### config.mk
export PLATFORM = sky130hd
export DESIGN_NAME = vsfa_top
export DESIGN_NICKNAME = d
export VERILOG_FILES = /design/src/verilog/vsfa_top.v /design/src/verilog/vsfa_sync.v /design/src/verilog/vsfa_buf2.v
export VERILOG_INCLUDE_DIRS = /design/src /design/src/verilog
export SDC_FILE = /design/constraint.sdc
export NUM_CORES = 1
export LEC_CHECK = 0
export ABC_AREA = 1
export ABC_CLOCK_PERIOD_IN_PS = 2940
export BUFFER_PORTS_ARGS = -buffer_cell sky130_fd_sc_hd__buf_2
export CORE_ASPECT_RATIO = 1.2
export CORE_MARGIN = 2
export CORE_UTILIZATION = 60
export CTS_BUF_LIST = sky130_fd_sc_hd__clkbuf_4 sky130_fd_sc_hd__clkbuf_8
export CTS_CLUSTER_DIAMETER = 60
export DETAILED_ROUTE_END_ITERATION = 8
export PLACE_DENSITY_LB_ADDON = 0.25
export REMOVE_ABC_BUFFERS = 1
export SLEW_MARGIN = 20
export SYNTH_ARGS = -nofsm -noshare
export SYNTH_HDL_FRONTEND = slang
export SYNTH_HIERARCHICAL = 1
export SYNTH_SLANG_ARGS = --single-unit
### constraint.sdc
create_clock -name sys_clk -period 2.94 [get_ports sys_clk]
set_clock_uncertainty 0.05 [all_clocks]
set_input_delay 0.294 -clock sys_clk [delete_from_list [all_inputs] [get_ports sys_clk]]
set_output_delay 0.294 -clock sys_clk [all_outputs]
set_load 0.05 [all_outputs]
### src/verilog/vsfa_regs.vh
// Timing and framing constants of the single-wire pulse-width link block.
// Assumes a 125 MHz system clock; all symbol times are in microseconds.
`ifndef VSFA_REGS_VH
`define VSFA_REGS_VH

// System clock in MHz and the microsecond tick derived from it.
`define VSFA_CLK_MHZ 7'h7D
`define VSFA_TICK_CYC (`VSFA_CLK_MHZ)
// Tick accumulator steps for normal and fourfold receive rate.
`define VSFA_STEP_NORM 7'h01
`define VSFA_STEP_FAST 7'h04

// Receive classification limits in microseconds (inclusive maxima).
`define VSFA_ILL_MAX 9'h022
`define VSFA_SHORT_MAX 9'h060
`define VSFA_LONG_MAX 9'h0A3
`define VSFA_SOF_MAX 9'h0EF
// Passive interval that counts as end of frame once exceeded.
`define VSFA_EOF_MIN 9'h0EF
// Nominal inter-frame separation; once it is reached the line is idle.
`define VSFA_IFS_NOM 9'h12C

// Transmit nominal widths in microseconds.
`define VSFA_T_SHORT 9'h040
`define VSFA_T_LONG 9'h080
`define VSFA_T_SOF 9'h0C8

// Largest message in bytes, responses included.
`define VSFA_MAX_BYTES 4'hC

`endif

### src/verilog/vsfa_top.v
// Symbol encoder, decoder, framer and arbiter for a single-wire VPW link.
// Assumes an external transceiver: line_drive high drives the wire active,
// line_in shows the wired-OR level, asynchronous to sys_clk.
//
// Functional notes
// - Line is wired-OR, active high, rests passive.
// - One symbol per transition, timed between transitions.
// - Frame: SOF, header, data, check, EOD, responses, EOF.
// - At most twelve bytes per message.
// - Bytes travel most significant bit first.
// - Zero: long active/short passive; one: the reverse.
// - Transmit short 64 us, long 128 us.
// - Receive: <=34 illegal, <=96 short, <=163 long.
// - SOF active 200 us; arbitration starts there.
// - Send SOF only after inter-frame separation.
// - After check byte release line for EOD.
// - Nobody drives before EOD is detected.
// - No response: passive until EOF closes frame.
// - Normalization symbol precedes first response byte.
// - Long normalization with check byte, else short.
// - Message types zero to three supported.
// - Arbitrate every symbol; zero beats one.
// - Fourfold receive-only fast mode.
// - Frames start and end passive.
// - Compare each symbol sent; mismatch releases line.
// - Separation reached by nominal time or EOF plus rise.
// - Break returns to receive; rearbitrate after separation.
// - Type 2 loser retries each byte; winner stops.
`timescale 1ns/1ps
`default_nettype none
`include "vsfa_regs.vh"

module vsfa_top (
    input wire sys_clk,
    input wire srst,
    input wire line_in,
    output reg line_drive,
    input wire hs_mode,
    input wire [7:0] tx_data,
    input wire tx_last,
    input wire tx_is_ifr,
    input wire [1:0] ifr_type,
    input wire tx_valid,
    output wire tx_ready,
    output wire [7:0] rx_data,
    output wire rx_ifr,
    output wire rx_valid,
    input wire rx_ready,
    output reg rx_sof,
    output reg rx_eod,
    output reg rx_eof,
    output reg rx_brk,
    output reg rx_illegal,
    output reg rx_nb_crc,
    output reg rx_ovf,
    output reg len_err,
    output reg arb_lost,
    output reg tx_done,
    output reg bus_idle
);

    localparam R_IDLE = 2'd0;
    localparam R_DATA = 2'd1;
    localparam R_NB = 2'd2;
    localparam R_IFR = 2'd3;
    localparam T_IDLE = 3'd0;
    localparam T_WAIT = 3'd1;
    localparam T_SOF = 3'd2;
    localparam T_BITS = 3'd3;
    localparam T_RSP = 3'd4;
    localparam T_NB = 3'd5;
    localparam T_DRAIN = 3'd6;
    localparam T_HOLD = 3'd7;

    wire line_s;
    reg line_q;
    reg [8:0] dur;
    reg [6:0] acc;
    reg tick;
    reg [1:0] rphase;
    reg [7:0] rsh;
    reg [2:0] rbits;
    reg [3:0] rbytes;
    reg rx_push;
    reg [8:0] rx_word;
    reg [2:0] tstate;
    reg [7:0] cbyte;
    reg clast;
    reg [2:0] cbit;
    reg ifr;
    reg [1:0] itype;
    reg [3:0] tbytes;
    reg [8:0] tgt;
    wire [8:0] txb_data;
    wire txb_valid;
    wire rxb_ready;

    // =====================================================================
    // Pin input and buffers
    // =====================================================================
    vsfa_sync #(.WIDTH(1)) u_sync (
        .sys_clk(sys_clk),
        .srst(srst),
        .din(line_in),
        .dout(line_s)
    );

    wire tx_pop;
    vsfa_buf2 #(.WIDTH(9)) u_txbuf (
        .sys_clk(sys_clk),
        .srst(srst),
        .in_data({tx_last, tx_data}),
        .in_valid(tx_valid),
        .in_ready(tx_ready),
        .out_data(txb_data),
        .out_valid(txb_valid),
        .out_ready(tx_pop)
    );

    // A stalled reader fills this buffer; a byte arriving then is flagged.
    vsfa_buf2 #(.WIDTH(9)) u_rxbuf (
        .sys_clk(sys_clk),
        .srst(srst),
        .in_data(rx_word),
        .in_valid(rx_push),
        .in_ready(rxb_ready),
        .out_data({rx_ifr, rx_data}),
        .out_valid(rx_valid),
        .out_ready(rx_ready)
    );

    // =====================================================================
    // Timebase and duration counter
    // =====================================================================
    // Fractional accumulator keeps the fast mode exact: 4 steps per 125.
    wire [6:0] step = hs_mode ? `VSFA_STEP_FAST : `VSFA_STEP_NORM;
    wire [7:0] acc_sum = {1'b0, acc} + {1'b0, step};
    wire [7:0] acc_wrap = acc_sum - {1'b0, `VSFA_TICK_CYC};
    wire edge_w = line_s ^ line_q;
    wire rise = edge_w & line_s;

    // Counter restarts at every transition and saturates instead of wrapping.
    always @(posedge sys_clk) begin
        if (srst) begin
            acc <= 7'h00;
            tick <= 1'b0;
            line_q <= 1'b0;
            dur <= 9'h000;
        end else begin
            if (acc_sum >= {1'b0, `VSFA_TICK_CYC}) begin
                acc <= acc_wrap[6:0];
                tick <= 1'b1;
            end else begin
                acc <= acc_sum[6:0];
                tick <= 1'b0;
            end
            line_q <= line_s;
            if (edge_w) begin
                dur <= 9'h000;
            end else if (tick && dur != 9'h1FF) begin
                dur <= dur + 9'h001;
            end
        end
    end

    // =====================================================================
    // Symbol classification of the interval just ended
    // =====================================================================
    wire c_ill = (dur <= `VSFA_ILL_MAX);
    wire c_short = !c_ill && (dur <= `VSFA_SHORT_MAX);
    wire c_long = (dur > `VSFA_SHORT_MAX) && (dur <= `VSFA_LONG_MAX);
    wire c_bitv = c_short | c_long;
    wire c_bit = line_q ? c_short : c_long;
    wire c_sof = line_q && (dur > `VSFA_LONG_MAX) && (dur <= `VSFA_SOF_MAX);
    wire c_brk = line_q && (dur > `VSFA_SOF_MAX);
    wire bit_take = edge_w && c_bitv && (rphase == R_DATA || rphase == R_IFR);
    wire passive_tick = tick && !line_s && !edge_w;
    wire eod_now = passive_tick && (dur == `VSFA_LONG_MAX) && (rphase == R_DATA);
    wire eof_now = passive_tick && (dur == `VSFA_EOF_MIN) &&
        (rphase == R_NB || rphase == R_IFR);
    wire brk_now = edge_w && !line_s && c_brk;

    // =====================================================================
    // Receive framing
    // =====================================================================
    wire tx_len_hit;
    always @(posedge sys_clk) begin
        if (srst) begin
            rphase <= R_IDLE;
            rsh <= 8'h00;
            rbits <= 3'h0;
            rbytes <= 4'h0;
            rx_push <= 1'b0;
            rx_word <= 9'h000;
            {rx_sof, rx_eod, rx_eof, rx_brk, rx_illegal} <= 5'h00;
            {rx_nb_crc, rx_ovf, len_err, bus_idle} <= 4'h0;
        end else begin
            {rx_sof, rx_eod, rx_eof, rx_brk, rx_illegal} <= 5'h00;
            rx_push <= 1'b0;
            rx_ovf <= rx_push && !rxb_ready;
            len_err <= tx_len_hit;
            bus_idle <= !line_s && (dur >= `VSFA_IFS_NOM);
            if (edge_w && c_ill) begin
                rx_illegal <= 1'b1;
            end else if (edge_w && c_sof) begin
                rphase <= R_DATA;
                rbits <= 3'h0;
                rbytes <= 4'h0;
                rx_sof <= 1'b1;
            end else if (brk_now) begin
                rphase <= R_IDLE;
                rx_brk <= 1'b1;
            end else if (edge_w && !line_s && rphase == R_NB) begin
                rphase <= R_IFR;
                rbits <= 3'h0;
                rx_nb_crc <= c_long;
            end else if (bit_take) begin
                rsh <= {rsh[6:0], c_bit};
                rbits <= rbits + 3'h1;
                if (rbits == 3'h7) begin
                    rx_push <= 1'b1;
                    rx_word <= {rphase == R_IFR, rsh[6:0], c_bit};
                    rbytes <= rbytes + 4'h1;
                    if (rbytes == `VSFA_MAX_BYTES) begin
                        len_err <= 1'b1;
                    end
                end
            end else if (eod_now) begin
                rphase <= R_NB;
                rx_eod <= 1'b1;
            end else if (eof_now) begin
                rphase <= R_IDLE;
                rx_eof <= 1'b1;
            end
        end
    end

    // =====================================================================
    // Transmit symbol timing
    // =====================================================================
    // Long width when the level and the bit differ: active zero, passive one.
    always @* begin
        tgt = `VSFA_T_SHORT;
        if (tstate == T_SOF) begin
            tgt = `VSFA_T_SOF;
        end else if (tstate == T_NB) begin
            if (itype == 2'd3) begin
                tgt = `VSFA_T_LONG;
            end
        end else if (line_drive ^ cbyte[cbit]) begin
            tgt = `VSFA_T_LONG;
        end
    end

    // Toggle only once the wire shows our own level, so the sync delay
    // cannot cause a second toggle before the edge arrives.
    wire timing = (tstate == T_SOF || tstate == T_NB || tstate == T_BITS);
    wire tgl = timing && tick && (line_s == line_drive) && (dur == tgt - 9'h001);
    wire match = c_bitv && (c_bit == cbyte[cbit]);
    wire byte_end = tstate == T_BITS && edge_w && match && cbit == 3'h0;
    assign tx_len_hit = byte_end && !clast && tbytes == `VSFA_MAX_BYTES - 4'h1;
    wire adv = byte_end && !clast && txb_valid && !tx_len_hit;
    wire start_ok = (!line_s && dur >= `VSFA_IFS_NOM) ||
        (rise && dur > `VSFA_EOF_MIN);
    assign tx_pop = (tstate == T_IDLE && txb_valid && !hs_mode) || adv ||
        (tstate == T_DRAIN && txb_valid);
    wire [2:0] lost_state = clast ? T_IDLE : T_DRAIN;

    // =====================================================================
    // Transmit framing and arbitration
    // =====================================================================
    always @(posedge sys_clk) begin
        if (srst) begin
            tstate <= T_IDLE;
            line_drive <= 1'b0;
            cbyte <= 8'h00;
            clast <= 1'b0;
            cbit <= 3'h7;
            ifr <= 1'b0;
            itype <= 2'd0;
            tbytes <= 4'h0;
            arb_lost <= 1'b0;
            tx_done <= 1'b0;
        end else begin
            arb_lost <= 1'b0;
            tx_done <= 1'b0;
            if (tgl) begin
                line_drive <= ~line_drive;
            end
            case (tstate)
                T_IDLE: begin
                    if (txb_valid && !hs_mode) begin
                        cbyte <= txb_data[7:0];
                        clast <= txb_data[8];
                        cbit <= 3'h7;
                        ifr <= tx_is_ifr;
                        itype <= ifr_type;
                        tbytes <= 4'h0;
                        tstate <= tx_is_ifr ? T_RSP : T_WAIT;
                    end
                end
                T_WAIT: begin
                    if (start_ok) begin
                        line_drive <= 1'b1;
                        tstate <= T_SOF;
                    end
                end
                T_SOF: begin
                    if (edge_w && !line_s) begin
                        if (c_sof) begin
                            tstate <= T_BITS;
                        end else begin
                            line_drive <= 1'b0;
                            arb_lost <= 1'b1;
                            tstate <= lost_state;
                        end
                    end
                end
                T_RSP: begin
                    if (eod_now) begin
                        line_drive <= 1'b1;
                        tbytes <= rbytes;
                        tstate <= T_NB;
                    end else if (brk_now || eof_now) begin
                        tstate <= lost_state;
                    end
                end
                T_NB: begin
                    if (edge_w && !line_s) begin
                        if ((itype == 2'd3) == c_long && c_bitv) begin
                            tstate <= T_BITS;
                        end else begin
                            line_drive <= 1'b0;
                            arb_lost <= 1'b1;
                            tstate <= lost_state;
                        end
                    end
                end
                T_BITS: begin
                    if (edge_w && !match) begin
                        line_drive <= 1'b0;
                        arb_lost <= 1'b1;
                        if (ifr && itype == 2'd2 && c_bitv) begin
                            cbit <= cbit - 3'h1;
                            tstate <= (cbit == 3'h0) ? T_BITS : T_HOLD;
                        end else begin
                            tstate <= lost_state;
                        end
                    end else if (edge_w) begin
                        line_drive <= line_s;
                        cbit <= cbit - 3'h1;
                        if (cbit == 3'h0) begin
                            tbytes <= tbytes + 4'h1;
                            if (clast) begin
                                line_drive <= 1'b0;
                                tx_done <= 1'b1;
                                tstate <= T_IDLE;
                            end else if (adv) begin
                                cbyte <= txb_data[7:0];
                                clast <= txb_data[8];
                            end else begin
                                line_drive <= 1'b0;
                                arb_lost <= 1'b1;
                                tstate <= T_DRAIN;
                            end
                        end
                    end
                end
                T_HOLD: begin
                    if (eof_now || brk_now) begin
                        tstate <= T_IDLE;
                    end else if (bit_take) begin
                        cbit <= cbit - 3'h1;
                        if (cbit == 3'h0) begin
                            line_drive <= line_s;
                            tstate <= T_BITS;
                        end
                    end
                end
                T_DRAIN: begin
                    if (txb_valid && txb_data[8]) begin
                        tstate <= T_IDLE;
                    end
                end
                default: begin
                    tstate <= T_IDLE;
                end
            endcase
        end
    end

endmodule // vsfa_top

`default_nettype wire

### src/verilog/vsfa_sync.v
// Two-stage synchroniser for levels arriving from outside the clock domain.
// Assumes the input changes slowly compared to the system clock.
`timescale 1ns/1ps
`default_nettype none

module vsfa_sync #(
    parameter WIDTH = 1
) (
    input wire sys_clk,
    input wire srst,
    input wire [WIDTH-1:0] din,
    output reg [WIDTH-1:0] dout
);

    reg [WIDTH-1:0] stage1;

    // =====================================================================
    // Synchroniser stages
    // =====================================================================
    // The first stage feeds the second stage and nothing else.
    always @(posedge sys_clk) begin
        if (srst) begin
            stage1 <= {WIDTH{1'b0}};
            dout <= {WIDTH{1'b0}};
        end else begin
            stage1 <= din;
            dout <= stage1;
        end
    end

endmodule // vsfa_sync

`default_nettype wire

### src/verilog/vsfa_buf2.v
// Two-entry buffer with valid and ready on both sides.
// Assumes both sides run on sys_clk; all outputs are registered.
`timescale 1ns/1ps
`default_nettype none

module vsfa_buf2 #(
    parameter WIDTH = 8
) (
    input wire sys_clk,
    input wire srst,
    input wire [WIDTH-1:0] in_data,
    input wire in_valid,
    output reg in_ready,
    output reg [WIDTH-1:0] out_data,
    output reg out_valid,
    input wire out_ready
);

    reg [WIDTH-1:0] spare;
    reg spare_valid;
    wire push = in_valid & in_ready;
    wire pop = out_valid & out_ready;

    // =====================================================================
    // Storage
    // =====================================================================
    // Head word sits in out_data, a second word waits in spare; ready is
    // registered so a full buffer stalls the filler without a comb path.
    always @(posedge sys_clk) begin
        if (srst) begin
            out_data <= {WIDTH{1'b0}};
            out_valid <= 1'b0;
            spare <= {WIDTH{1'b0}};
            spare_valid <= 1'b0;
            in_ready <= 1'b1;
        end else begin
            if (pop) begin
                if (spare_valid) begin
                    out_data <= spare;
                    if (push) begin
                        spare <= in_data;
                    end
                    spare_valid <= push;
                    in_ready <= ~push;
                end else begin
                    if (push) begin
                        out_data <= in_data;
                    end
                    out_valid <= push;
                    in_ready <= 1'b1;
                end
            end else if (push) begin
                if (!out_valid) begin
                    out_data <= in_data;
                    out_valid <= 1'b1;
                    in_ready <= 1'b1;
                end else begin
                    spare <= in_data;
                    spare_valid <= 1'b1;
                    in_ready <= 1'b0;
                end
            end
        end
    end

endmodule // vsfa_buf2

`default_nettype wire

==> out/results.tsv, run 1 <==
metric	value	unit
outcome	complete, no violations	
top cells by area, synth	dfxtp_1, nand2_1, nor2_1	
commonest non-fill, non-tap cell in the layout	nand2_1	
antenna cells	0	
Final Hold Fails	0	
Setup crit start kind	flip-flop	
Main synth FF type	dfxtp_1	
vias post-DR	6084	
Cell Count, Final, Fillers Out	1167	
Final ANT Viol Nets	0	
Hold Path Class	in -> reg	
Synth warnings	6	
CTS Root Cell	clkbuf_8	
max incr delay on CP	0.35	ns
CP Class	reg -> reg	
largest net degree at the start of global routing	30	
Vias/cell	5.21	
DRC	0	
worst vdd ir	399	uV
Least-Margin Pin Slew	0.738	ns
placer congestion estimate	1.02	
area leader, netlist	dfxtp_1	
cell row count	41	
Final Util	0.692	
Final Max Slew Viols	0	
fraction of layout cells with a size suffix above 1	0.134	
synth-to-layout area growth	12.8	%
slew margin rel.	0.506	
initial DRC count	320	
gr usage total	0.259	
Leak	3.50	nW
clock-pin slew on the worst setup and hold paths	0.07	ns
Peak Freq	362	MHz
CTS tree	built	
Starting Density	0.613	
M3 GR Usage	0.0540	
total die area	11500	um2
met1 Resource Use GR	0.315	
WP buf/inv	3	
first-pass GRT wire length	24400	um
fin crit share	0.941	
I/O Buffers	40	
met2 usage	0.454	
number of global-route vias before repair	5424	
Syn Inst Count	973	
Congestion Overflow GR	0	
Clock Tree Buf Depth	2	
final worst path period need	2.77	ns
crit path DAT	3.06	ns
Die Height	117	um
endpoints failing setup	0	
CP top delay family	simple AND/OR/NAND/NOR gates	
Power Total	0.00432	W
CP max stage cell	dfxtp_1	
# Post-CTS Setup Buffers	0	
Worst path most repeated cell	nand2_1	
Net count, final	1060	
syn_area_per_cell	6.60	um2
Post-Route WL	14600	um
Worst EP required	3.23	ns
Seq/Total Area, Yosys	0.381	
Detailed Routing Iterations Pass 1	5	
Clock Latency Late Sink	0.45	ns
most used routing layer	met2	
CP endpoint kind	flip-flop	
RR Startpoint	dur[0]	
Hold Path Origin	ifr_type[1]	
# IOs	41	
CP max FO	10	
depth of the CTS H-tree	4	
Synth top area share	0.381	
FFs w/ async S/R, synth	0	
Mapped Area	6420	um2
PD cells	596	nW/um2
Routed wire per std cell	12.5	um
critical path, cell by cell	inv_1 -> ha_1 -> nand3_1 -> nor2_1 -> nand2_1 -> nand2_1 -> inv_1 -> nand2_1 -> nand2_4 -> nand2_2 -> o21ai_4 -> inv_2 -> nor2_2 -> nand2_1 -> nand2_2 -> nand2_4 -> nand2_4 -> nand3_4 -> nand2_1 -> nand2_2 -> nor2_1 -> nor2_1	
max cap viols	0	
detailed placer's ending HPWL	10200	um
CTS buffer count	17	
Chip Width	98.4	um
Worst Setup SP	dur[0]	
commonest cells after routing, fill and taps aside	nand2_1, nor2_1, dfxtp_1	
Core Region	10500	um2
initial antenna violation count	0	
CTS sink cnt	122	
Synth cell types	37	
Cells after DPL	1131	
EDFF count, synth	0	
Layout fillers	959	
post-synthesis register bit count	122	
power breakdown:
group	leakage (nW)	switching (W)	internal [W]
clock network	0.210	0.000714	0.000876
registers	0.990	0.0000795	0.00174
logic	2.30	0.000598	0.000308
total	3.50	0.00139	0.00293
state kept, by name, summed over array words and instances (netlist names), 7 cells and up:
| name | cells |
|---|---|
| dur | 9 |
| u_rxbuf/spare | 9 |
| cbyte | 8 |
| u_rxbuf/out_data | 9 |
| u_txbuf/out_data | 9 |
| rsh | 7 |
| rx_word | 9 |
| acc | 7 |
| u_txbuf/spare | 9 |
worst min-delay path, delay by kind of cell:
kind,cells,cell delay [ns]
buf+inv,1,0.08
simple gates,2,0.11
routing by layer:
metal / share of wire / up-vias / routed length (um)
met3: 0.042 / 32 / 616
met1: 0.45 / 2710 / 6590
met4: 0.022 / 0 / 315
met2: 0.49 / 135 / 7110
met5: 0 / - / 0
li1: - / 3207 / -
logic make-up after synthesis:
| group | count (synthesis) | synth area share |
|---|---|---|
| flops | 122 | 0.381 |
| xor+xnor | 8 | 0.0109 |
| fa+ha+maj | 17 | 0.0331 |
| buf+inv | 154 | 0.0959 |
| simple gates | 560 | 0.382 |
| compound gates | 112 | 0.0971 |
layout make-up:
cell class | count | area (um2) | area share
repair buffers | 57 | 335 | 0.0463
clock buffers | 19 | 255 | 0.0353
clock inverters | 13 | 168 | 0.0232
inverters | 129 | 490 | 0.0677
multi-input cells | 698 | 3390 | 0.468
well taps | 129 | 161 | 0.0223
flip-flops and latches | 122 | 2440 | 0.337
what timing repair did:
action,in CTS,in global routing
endpoints found under the hold margin,1,0
gates resized for setup,0,9
hold buffers,1,0
setup endpoints to repair,0,20
synth_stat cells, types with 2 or more instances:
| cell | number |
|---|---|
| o211ai_1 | 6 |
| a21oi_1 | 47 |
| ha_1 | 17 |
| or2_2 | 2 |
| nand3_4 | 2 |
| nand3_2 | 5 |
| nand3_1 | 63 |
| nand3b_1 | 2 |
| nor2_2 | 4 |
| buf_2 | 13 |
| nor3_2 | 2 |
| inv_1 | 117 |
| xor2_1 | 8 |
| o31ai_1 | 3 |
| buf_6 | 2 |
| o21ai_1 | 7 |
| clkbuf_1 | 10 |
| inv_2 | 8 |
| o21ai_0 | 37 |
| nor2_1 | 168 |
| a31oi_1 | 3 |
| dfxtp_1 | 122 |
| nand4_1 | 29 |
| nor2_4 | 3 |
| nor3_1 | 11 |
| o2111ai_1 | 3 |
| nand2_4 | 3 |
| a211oi_1 | 3 |
| clkinv_1 | 2 |
| nand2_2 | 14 |
| nand2_1 | 251 |
metrics by stage:
step	worst slack [ns]	TNS, ns	hold WS (ns)	area, um2
floorplan	0.172	0	0.313	6290
global placement	0.246	0	0.340	6760
detailed placement	0.192	0	0.345	6760
CTS	0.139	0	0.0135	7190
global route	-0.0136	-0.0201	0.0298	7240
finish	0.175	0	0.0212	7240
path summary, 6_finish.rpt:
path,slack [ns],cells past startpoint,endpoint
worst min-delay path,0.02,3,itype[1]
worst max register to register,0.17,22,u_txbuf/out_data[2]
worst min register to register,0.35,2,u_sync/dout
worst max-delay path,0.17,22,u_txbuf/out_data[2]
(Power assumes the default switching activity.)
==> run 2: changes to the inputs <==
--- a/config.mk
+++ b/config.mk
@@ -15,7 +15,7 @@
 export CTS_BUF_LIST = sky130_fd_sc_hd__clkbuf_4 sky130_fd_sc_hd__clkbuf_8
 export CTS_CLUSTER_DIAMETER = 60
 export DETAILED_ROUTE_END_ITERATION = 8
-export PLACE_DENSITY_LB_ADDON = 0.25
+export PLACE_DENSITY_LB_ADDON = 0.2
 export REMOVE_ABC_BUFFERS = 1
 export SLEW_MARGIN = 20
 export SYNTH_ARGS = -nofsm -noshare
==> run 2 against run 1 <==
Hold slack better by 0.0044 ns; sequential share of layout area fell by 0.28 points; design area is 0.85% higher; sequential cell count stayed put; largest cell class unchanged; critical endpoint is now u_txbuf/out_data[5]; via count grew 1.5%; utilization increased by 0.59 points.
==> out/results.tsv, run 2 (synthesis results as in run 1) <==
metric	value	unit	change
outcome	complete, no violations		unchanged
crit path DAT	3.01	ns	was 3.06 ns
Setup crit start kind	flip-flop		unchanged
placer congestion estimate	0.974		was 1.02
fraction of layout cells with a size suffix above 1	0.136		was 0.134
initial DRC count	291		was 320
Die Height	117	um	unchanged
I/O Buffers	40		unchanged
CTS sink cnt	122		unchanged
CTS Root Cell	clkbuf_8		unchanged
CP max FO	10		unchanged
total die area	11500	um2	unchanged
largest net degree at the start of global routing	29		was 30
PD cells	598	nW/um2	was 596 nW/um2
# IOs	41		unchanged
fin crit share	0.929		was 0.941
detailed placer's ending HPWL	10700	um	was 10,200 um
worst vdd ir	376	uV	was 399 uV
Detailed Routing Iterations Pass 1	5		unchanged
Core Region	10500	um2	unchanged
Vias/cell	5.30		was 5.21
Congestion Overflow GR	0		unchanged
initial antenna violation count	0		unchanged
number of global-route vias before repair	5551		was 5,424
RSZ-0062 raised after global routing	true		
Resized Gates After CTS	0		unchanged
CP Class	reg -> reg		unchanged
Least-Margin Pin Slew	0.699	ns	was 0.738 ns
Layout fillers	989		was 959
vias post-DR	6177		was 6,084
Peak Freq	366	MHz	was 362 MHz
Post-Place Setup Slack	0.118	ns	was 0.192 ns
commonest non-fill, non-tap cell in the layout	nand2_1		unchanged
Hold Path Class	in -> reg		unchanged
Clock Latency Late Sink	0.44	ns	was 0.45 ns
max cap viols	0		unchanged
Chip Width	98.4	um	unchanged
PnR worst setup slack	0.209	ns	was 0.175 ns
slew margin rel.	0.533		was 0.506
Leak	3.50	nW	about the same
Final Util	0.698		was 0.692
cell row count	41		unchanged
first-pass GRT wire length	25000	um	was 24,400 um
hold buffers post-CTS	0		was 1
CP endpoint kind	flip-flop		unchanged
antenna cells	0		unchanged
depth of the CTS H-tree	4		unchanged
Final Max Slew Viols	0		unchanged
endpoints failing setup	0		unchanged
Power Total	0.00437	W	was 0.00432 W
Hold Slack	0.0256	ns	was 0.0212 ns
Clock Tree Buf Depth	2		unchanged
Worst EP required	3.22	ns	was 3.23 ns
Starting Density	0.613		unchanged
Post-Route WL	15000	um	was 14,600 um
DRC	0		unchanged
setup tns final	0	ns	unchanged
Final ANT Viol Nets	0		unchanged
CTS buffer count	17		unchanged
Routed wire per std cell	12.9	um	was 12.5 um
# Post-CTS Setup Buffers	0		unchanged
synth-to-layout area growth	13.8	%	was 12.8%
commonest cells after routing, fill and taps aside	nand2_1, nor2_1, dfxtp_1		unchanged
Net count, final	1058		was 1,060
CTS tree	built		unchanged
gr usage total	0.264		was 0.259
final worst path period need	2.73	ns	was 2.77 ns
clock-pin slew on the worst setup and hold paths	0.07	ns	about the same
Final Hold Fails	0		unchanged
-- run 2: cell types whose count changed in the layout (fill, tap and decap cells not counted), sizes merged --
cell / delta
clkbuf: +5
clkinvlp: +3
dlygate4sd3: -1
buf: -2
inv: -1
clkinv: -6
-- run 2: path summary, 6_finish.rpt --
kind                            slack (ns)             endpoint  cells past startpoint           from
worst min register to register        0.39          u_sync/dout                      2  u_sync/stage1
worst max register to register        0.21  u_txbuf/out_data[5]                     22         dur[0]
worst max-delay path                  0.21  u_txbuf/out_data[5]                     22         dur[0]
worst min-delay path                  0.03        u_sync/stage1                      3        line_in
-- run 2: area by class of cell --
class	instances	area [um2]	area share
well taps	129	161	0.0221
clock buffers	23	304	0.0416
clock inverters	9	136	0.0187
inverters	129	490	0.0672
flip-flops and latches	122	2440	0.335
repair buffers	55	344	0.0471
multi-input cells	698	3420	0.469
-- run 2: where the power goes --
part	internal, W	switching [W]	leakage, nW
sequential	0.00174	0.0000773	0.990
combinational	0.000307	0.000622	2.31
clock	0.000951	0.000669	0.208
total	0.00300	0.00137	3.50
-- run 2: per-layer routing --
metal | routed length [um] | track usage | share of wire
met3 | 637 | 0.0487 | 0.042
met2 | 7420 | 0.449 | 0.49
met4 | 359 | 0.122 | 0.024
met1 | 6620 | 0.329 | 0.44
met5 | 0 | 0 | 0
-- run 2: critical path: stages (launching register included) --
cell     delay (ns)
dfxtp_1        0.35
inv_1          0.09
ha_1           0.22
nand3_1        0.09
nor2_1         0.04
nand2_1        0.05
nand2_1        0.09
nor2_2         0.15
nand2_2        0.10
nand2_4        0.11
nand2_2        0.08
o21ai_4        0.09
inv_2          0.06
nor2_2         0.10
nand2_1        0.08
nand2_2        0.12
nand2_8        0.10
nand2_8        0.10
nand3_4        0.12
nand2_2        0.10
nand2_2        0.12
nor2_1         0.15
nor2_1         0.05
-- run 2: per-stage QoR --
stage                     instances  instance area [um2]
after floorplan                 948                 6290
after global placement         1130                 6760
after detailed placement       1130                 6760
after CTS                      1162                 7200
after global routing           1165                 7300
final                          1165                 7300
